[config.mk]
export PLATFORM = sky130hd
export DESIGN_NAME = host_port_pins
export DESIGN_NICKNAME = d
export VERILOG_FILES = /design/src/design/host_pin_pkg.sv /design/src/design/host_port_pins.sv
export SDC_FILE = /design/constraint.sdc
export NUM_CORES = 1
export LEC_CHECK = 0
export ABC_AREA = 1
export ABC_CLOCK_PERIOD_IN_PS = 1400
export BUFFER_PORTS_ARGS = -buffer_cell sky130_fd_sc_hd__buf_2
export CORE_MARGIN = 3
export CORE_UTILIZATION = 45
export CTS_BUF_LIST = sky130_fd_sc_hd__clkbuf_2
export CTS_CLUSTER_DIAMETER = 30
export DETAILED_ROUTE_END_ITERATION = 12
export GPL_TIMING_DRIVEN = 1
export PLACE_DENSITY_LB_ADDON = 0.2
export SLEW_MARGIN = 40
export SYNTH_ARGS = -nofsm -noshare
export SYNTH_HDL_FRONTEND = slang
export SYNTH_SLANG_ARGS = --single-unit
[constraint.sdc]
create_clock -name ref_clk_in -period 1.4 [get_ports ref_clk_in]
set_input_delay 0.28 -clock ref_clk_in [delete_from_list [all_inputs] [get_ports ref_clk_in]]
set_output_delay 0.28 -clock ref_clk_in [all_outputs]
set_load 0.005 [all_outputs]
[src/design/host_pin_pkg.sv]
// constants for the host port pin mux block
// assumes a single 125 MHz core clock domain
package host_pin_pkg;
    localparam int DATA_LOW_W = 8;
    localparam int DATA_HIGH_W = 8;
    localparam logic IF_SERIAL = 1'b1;
    localparam logic WIDTH_16 = 1'b1;
    // reset levels of the outputs
    localparam logic RST_FRAME_LOCK = 1'b0;
    localparam logic RST_BLOCK_LOCK = 1'b0;
    localparam logic RST_FRAME_START = 1'b0;
    localparam logic RST_BLOCK_START = 1'b0;
    localparam logic RST_RECOV_CLK = 1'b0;
    localparam logic RST_DEMOD_DATA = 1'b0;
    localparam logic RST_CRC_RESULT = 1'b1;
    localparam logic RST_DMA_REQ = 1'b1;
    localparam logic RST_READ_READY = 1'b1;
    localparam logic RST_IRQ = 1'b1;
    localparam logic [7:0] RST_DATA = 8'h00;
    // straps are sampled this many cycles after reset release
    localparam int STRAP_DELAY = 3;
endpackage : host_pin_pkg

[src/design/host_port_pins.sv]
// host port pin mux: strap decode, pin sharing, reset states of digital outputs
// assumes core status comes synchronous; pins and link clock pass two flip-flops
//
// The plain strobed port and the placing of the registers are this design's own decisions.
`timescale 1ns/100ps
module host_port_pins
    import host_pin_pkg::*;
(
    input wire logic ref_clk_in,
    input wire logic rst_b_in,
    // straps and pins from outside
    input wire logic if_select_in,
    input wire logic bus_width_sel_in,
    input wire logic standby_req_in,
    input wire logic addr0_or_serial_clk_in,
    input wire logic addr1_or_serial_enable_in,
    input wire logic addr2_or_serial_din_in,
    input wire logic addr_bit3_in,
    input wire logic bus_dir_ctl_a_in,
    input wire logic bus_dir_ctl_b_in,
    input wire logic dma_acknowledge_in,
    input wire logic [DATA_LOW_W-1:0] data_low_lines_in,
    // core side, same clock
    input wire logic frame_sync_in,
    input wire logic block_sync_in,
    input wire logic frame_start_in,
    input wire logic block_start_in,
    input wire logic recovered_clk_in,
    input wire logic demod_data_in,
    input wire logic crc_result_in,
    input wire logic dma_request_in,
    input wire logic read_ready_in,
    input wire logic irq_b_in,
    input wire logic serial_dout_low_in,
    input wire logic [DATA_LOW_W-1:0] rd_data_low_in,
    input wire logic [DATA_HIGH_W-1:0] rd_data_high_in,
    input wire logic data_drive_in,
    // outputs to pins
    output logic frame_lock_flag_out,
    output logic block_lock_flag_out,
    output logic frame_start_pulse_out,
    output logic block_start_pulse_out,
    output logic recovered_clk_monitor_out,
    output logic demod_data_monitor_out,
    output logic upper_crc_result_out,
    output logic dma_request_out,
    output logic read_ready_out,
    output logic irq_b_out,
    output logic serial_dout_out,
    output logic serial_dout_oe_out,
    output logic [DATA_LOW_W-1:0] data_low_lines_out,
    output logic data_low_lines_oe_out,
    output logic [DATA_HIGH_W-1:0] data_high_lines_out,
    output logic data_high_lines_oe_out,
    // decoded pins toward core
    output logic serial_mode_out,
    output logic wide_bus_out,
    output logic standby_out,
    output logic serial_clk_rise_out,
    output logic serial_enable_out,
    output logic serial_din_out,
    output logic [3:0] addr_out
);

////////////////////////////////////////////////////////////////////////////////
// input synchronisers
    logic [12:0] meta_reg;
    logic [12:0] sync_reg;
    logic [DATA_LOW_W-1:0] dmeta_reg;
    logic [DATA_LOW_W-1:0] dsync_reg;
    wire logic [12:0] raw_pins = {data_drive_in, dma_acknowledge_in, bus_dir_ctl_b_in,
        bus_dir_ctl_a_in, addr_bit3_in, addr2_or_serial_din_in,
        addr1_or_serial_enable_in, addr0_or_serial_clk_in, standby_req_in,
        bus_width_sel_in, if_select_in, 2'b00};

    always_ff @(posedge ref_clk_in or negedge rst_b_in)
    begin
        if (!rst_b_in)
        begin
            meta_reg <= 13'h0000;
            sync_reg <= 13'h0000;
        end
        else
        begin
            meta_reg <= raw_pins;
            sync_reg <= meta_reg;
        end
    end

    // data lines in a pair of their own, ready for the parallel write path
    always_ff @(posedge ref_clk_in or negedge rst_b_in)
    begin
        if (!rst_b_in)
        begin
            dmeta_reg <= RST_DATA;
            dsync_reg <= RST_DATA;
        end
        else
        begin
            dmeta_reg <= data_low_lines_in;
            dsync_reg <= dmeta_reg;
        end
    end

    wire logic if_sel_s = sync_reg[2];
    wire logic width_s = sync_reg[3];
    wire logic standby_s = sync_reg[4];
    wire logic pin0_s = sync_reg[5];
    wire logic pin1_s = sync_reg[6];
    wire logic pin2_s = sync_reg[7];
    wire logic pin3_s = sync_reg[8];

////////////////////////////////////////////////////////////////////////////////
// strap capture after reset release; straps treated static afterwards
    logic [1:0] strap_cnt_reg;
    logic straps_ok_reg;
    logic serial_mode_reg;
    logic wide_bus_reg;
    wire logic strap_take = !straps_ok_reg && (strap_cnt_reg == 2'(STRAP_DELAY - 1));

    always_ff @(posedge ref_clk_in or negedge rst_b_in)
    begin
        if (!rst_b_in)
        begin
            strap_cnt_reg <= 2'h0;
            straps_ok_reg <= 1'b0;
            serial_mode_reg <= 1'b0;
            wide_bus_reg <= 1'b0;
        end
        else
        begin
            if (!straps_ok_reg)
                strap_cnt_reg <= strap_cnt_reg + 2'h1;
            if (strap_take)
            begin
                straps_ok_reg <= 1'b1;
                serial_mode_reg <= (if_sel_s == IF_SERIAL);
                wide_bus_reg <= (width_s == WIDTH_16);
            end
        end
    end

////////////////////////////////////////////////////////////////////////////////
// shared pin decode
    logic clk_prev_reg;
    wire logic serial_act = straps_ok_reg && serial_mode_reg;
    wire logic par_act = straps_ok_reg && !serial_mode_reg;
    wire logic clk_rise = serial_act && pin0_s && !clk_prev_reg;
    // all four address bits forced to zero outside parallel use, whatever the host drives
    wire logic [3:0] addr_dec = par_act ? {pin3_s, pin2_s, pin1_s, pin0_s} : 4'h0;
    wire logic drive_low = par_act && sync_reg[12] && !standby_s;
    wire logic drive_high = drive_low && wide_bus_reg;

    // parallel-only handshakes park at their idle level outside parallel use
    function automatic logic park_high(input logic active, input logic level);
        return active ? level : 1'b1;
    endfunction : park_high

    always_ff @(posedge ref_clk_in or negedge rst_b_in)
    begin
        if (!rst_b_in)
        begin
            clk_prev_reg <= 1'b0;
            serial_mode_out <= 1'b0;
            wide_bus_out <= 1'b0;
            standby_out <= 1'b0;
            serial_clk_rise_out <= 1'b0;
            serial_enable_out <= 1'b0;
            serial_din_out <= 1'b0;
            addr_out <= 4'h0;
        end
        else
        begin
            clk_prev_reg <= pin0_s;
            serial_mode_out <= serial_mode_reg;
            wide_bus_out <= wide_bus_reg;
            standby_out <= standby_s;
            serial_clk_rise_out <= clk_rise;
            // enable low is address phase, high is transfer phase
            serial_enable_out <= serial_act && pin1_s;
            serial_din_out <= serial_act && pin2_s;
            addr_out <= addr_dec;
        end
    end

////////////////////////////////////////////////////////////////////////////////
// output pins; async reset forces documented levels at once
// sync flags
    always_ff @(posedge ref_clk_in or negedge rst_b_in)
    begin
        if (!rst_b_in)
        begin
            frame_lock_flag_out <= RST_FRAME_LOCK;
            block_lock_flag_out <= RST_BLOCK_LOCK;
        end
        else
        begin
            frame_lock_flag_out <= frame_sync_in;
            block_lock_flag_out <= block_sync_in;
        end
    end

    always_ff @(posedge ref_clk_in or negedge rst_b_in)
    begin
        if (!rst_b_in)
        begin
            frame_start_pulse_out <= RST_FRAME_START;
            block_start_pulse_out <= RST_BLOCK_START;
        end
        else
        begin
            frame_start_pulse_out <= frame_start_in;
            block_start_pulse_out <= block_start_in;
        end
    end

    always_ff @(posedge ref_clk_in or negedge rst_b_in)
    begin
        if (!rst_b_in)
        begin
            recovered_clk_monitor_out <= RST_RECOV_CLK;
            demod_data_monitor_out <= RST_DEMOD_DATA;
        end
        else
        begin
            recovered_clk_monitor_out <= recovered_clk_in;
            demod_data_monitor_out <= demod_data_in;
        end
    end

    always_ff @(posedge ref_clk_in or negedge rst_b_in)
    begin
        if (!rst_b_in)
        begin
            upper_crc_result_out <= RST_CRC_RESULT;
        end
        else
        begin
            upper_crc_result_out <= crc_result_in;
        end
    end

    // parked high in serial use so a host strapped serially never sees a request
    always_ff @(posedge ref_clk_in or negedge rst_b_in)
    begin
        if (!rst_b_in)
        begin
            dma_request_out <= RST_DMA_REQ;
            read_ready_out <= RST_READ_READY;
        end
        else
        begin
            dma_request_out <= park_high(par_act, dma_request_in);
            read_ready_out <= park_high(par_act, read_ready_in);
        end
    end

    always_ff @(posedge ref_clk_in or negedge rst_b_in)
    begin
        if (!rst_b_in)
        begin
            irq_b_out <= RST_IRQ;
        end
        else
        begin
            irq_b_out <= irq_b_in;
        end
    end

    // open drain: only ever pulls low, the pull-up gives the high level
    always_ff @(posedge ref_clk_in or negedge rst_b_in)
    begin
        if (!rst_b_in)
        begin
            serial_dout_out <= 1'b0;
            serial_dout_oe_out <= 1'b0;
        end
        else
        begin
            serial_dout_out <= 1'b0;
            serial_dout_oe_out <= serial_act && serial_dout_low_in;
        end
    end

    always_ff @(posedge ref_clk_in or negedge rst_b_in)
    begin
        if (!rst_b_in)
        begin
            data_low_lines_out <= RST_DATA;
            data_low_lines_oe_out <= 1'b0;
        end
        else
        begin
            data_low_lines_out <= rd_data_low_in;
            data_low_lines_oe_out <= drive_low;
        end
    end

    always_ff @(posedge ref_clk_in or negedge rst_b_in)
    begin
        if (!rst_b_in)
        begin
            data_high_lines_out <= RST_DATA;
            data_high_lines_oe_out <= 1'b0;
        end
        else
        begin
            data_high_lines_out <= rd_data_high_in;
            data_high_lines_oe_out <= drive_high;
        end
    end

endmodule : host_port_pins

==> reports/results.ini <==
[timing]
setup_viol = 1
slew_violations = 0
clock.fmax_mhz = 714
hold_viol = 0
rsz0062_at_grt = yes
period_needed_ps = 1400
finalWorstSetupSlack_ps = -0.262
timing.hold.ws_ps = 43.7
period_share = 1.00
skew_ps = 20.3

[run_status]
status = complete, but fails checks
violations = setup timing

[floorplanning]
coreArea_mm2 = 0.00349
io_pins = 88
num_rows = 21
die_h_um = 67.8
start_util = 0.492
die-area_mm2 = 0.00459
dieWidth_um = 67.8

[clock_network]
cts_sinks = 61
cts_tree = yes
clk_pin_slew_ps = 170
clk_latency_ps = 470
cts_buffers = 9
clk_root_buffer_cell = clkbuf_2
htree_levels = 3
post-cts-setup-buffers = 0
clockBufferDepth = 2

[route]
dr.first_iter.drc_count = 78
drt-pass1-iter-count = 2
drc = 0
vias = 1172
routed_wirelength_um = 3440
vias_per_cell = 4.28
postRouteAntennaNets = 0
detail_route.wl_per_cell_um = 12.6

[global_route]
grt_max_degree = 62
grt_pass1_wl_um = 5810
grt_overflow = 0
grt_use_total = 0.186
antenna_found_initial = 0
grt_pass1_vias = 1331

[synthesis]
ys_top_cells_by_area = dfrtp_1 83%, dfstp_2 6.1%, inv_1 2.2%
synth_cell_type_count = 16
synthCells = 102
synth_nets = 151
yosys.area.top_type = dfrtp_1
yosysSeqAreaShare = 0.891
ys_ff_latch = 61
syn_area_per_cell_um2 = 16.8
netlist.area_leader.share = 0.830
yosysWarnings = 0
synth_area_mm2 = 0.00172

[placed_design]
port_buffers = 75
dp_hpwl_um = 1990
place.gp.congestion = 0.646
placed_cell_area_mm2 = 0.00216

[cells_and_area]
stdcell_area_mm2 = 0.00264
drive_above_1_share = 0.425
areaGrowthSynthToFinish_pct = 53.8
diodes = 0
nets = 272

[pwr]
ir_drop_mv = 1.09
power_density_mw_per_mm2 = 1180
power.leakage_nw = 1.39

[critical_path]
cp.arrival_ps = 1120
slowest_delay_ps = 570
crit_path_end_kind = output port
path_max_fanout = 1
worstSetupStartpointType = flop
critPathKind = reg -> out
critPathRequiredTime_ps = 1120
path_buf_inv = 1
cp_cell_sequence = buf_6
cp_top_family = flip-flops
crit_slowest_cell = dfstp_2

[worst_hold_path]
hold_path_class = in -> reg

[flow_run]
maxCapViolCount = 0

[metal layers]
| metal | routed length [um] | vias up | track usage |
|---|---|---|---|
| met5 | 0 | - | 0 |
| met4 | 115 | 0 | 0.134 |
| met3 | 281 | 10 | 0.0599 |
| met2 | 1940 | 54 | 0.326 |
| met1 | 1110 | 558 | 0.184 |
| li1 | - | 550 | - |
[synth_stat cells]
library cell  instances
buf_4                 1
conb_1                1
dfrtp_1              57
dfstp_2               4
ha_1                  1
inv_1                10
inv_2                 1
nand2_1               9
nand2_2               1
nand3_1               2
nor2_1                9
nor2_2                1
nor3_1                1
o21ai_0               1
or2_1                 2
xnor2_1               1
[placed cells by master (no fill, tap or decap), types with 2 or more instances in the layout]
cell | netlist | final
or2_1 | 2 | 2
nand2_1 | 9 | 9
buf_6 | 0 | 4
dfrtp_1 | 57 | 57
nor2_1 | 9 | 9
dfstp_2 | 4 | 4
dlygate4sd3_1 | 0 | 35
inv_1 | 10 | 10
clkbuf_2 | 0 | 13
clkinv_1 | 0 | 2
nand3_1 | 2 | 2
buf_2 | 0 | 71
[where the power goes]
group          internal, mW  switching [mW]  leakage [nW]
clock                 0.434           0.551        0.0713
sequential             1.85          0.0255         0.712
combinational         0.156           0.103         0.611
total                  2.44           0.679          1.39
[final timing paths]
check / from / to / slack [ps] / cells past startpoint
min reg2reg: meta_reg[3] / sync_reg[3] / 360 / 0
max reg2reg: strap_cnt_reg[0] / serial_mode_reg / 440 / 5
max: irq_b_out / irq_b_out / -0.3 / 1
min: serial_dout_low_in / serial_dout_oe_out / 40 / 3
max in group asynchronous: rst_b_in / upper_crc_result_out / 750 / 3
min in group asynchronous: rst_b_in / meta_reg[6] / 340 / 3
[logic make-up (layout without fill, tap and decap cells)]
group | after synthesis | count (layout) | share of synthesized area
compound gates | 1 | 1 | 0.00291
xor+xnor | 1 | 1 | 0.00510
fa+ha+maj | 1 | 1 | 0.00728
buf+inv | 12 | 138 | 0.0284
flops | 61 | 61 | 0.891
other cells | 1 | 1 | 0.00218
simple gates | 25 | 25 | 0.0626
[stage by stage]
stage	setup WS (ps)	setup TNS, ps	utilization	std cells	power (mW)
CTS	-19.3	-19.3	0.749	274	3.13
finish	-0.262	-0.262	0.756	274	3.12
global placement	492	0	0.619	223	2.07
detailed placement	458	0	0.619	223	2.08
floorplan	526	0	-	102	1.94
global route	-81.7	-189	0.756	274	3.31
[what timing repair did]
item / CTS / global route
hold buffers: 35 / 0
endpoints found under the hold margin: 91 / 0
setup endpoints to repair: 1 / 4
resized for setup: 0 / 4
[layout make-up]
| class | instances | area (um^2) |
|---|---|---|
| sequential | 61 | 1530 |
| fill | 217 | 853 |
| timing repair buffer | 111 | 771 |
| multi-input combinational | 29 | 138 |
| clock buffer | 13 | 65.1 |
| tap | 46 | 57.6 |
| inverter | 11 | 41.3 |
| clock inverter | 3 | 37.5 |
Note: power is estimated with default switching activity, not from simulation.
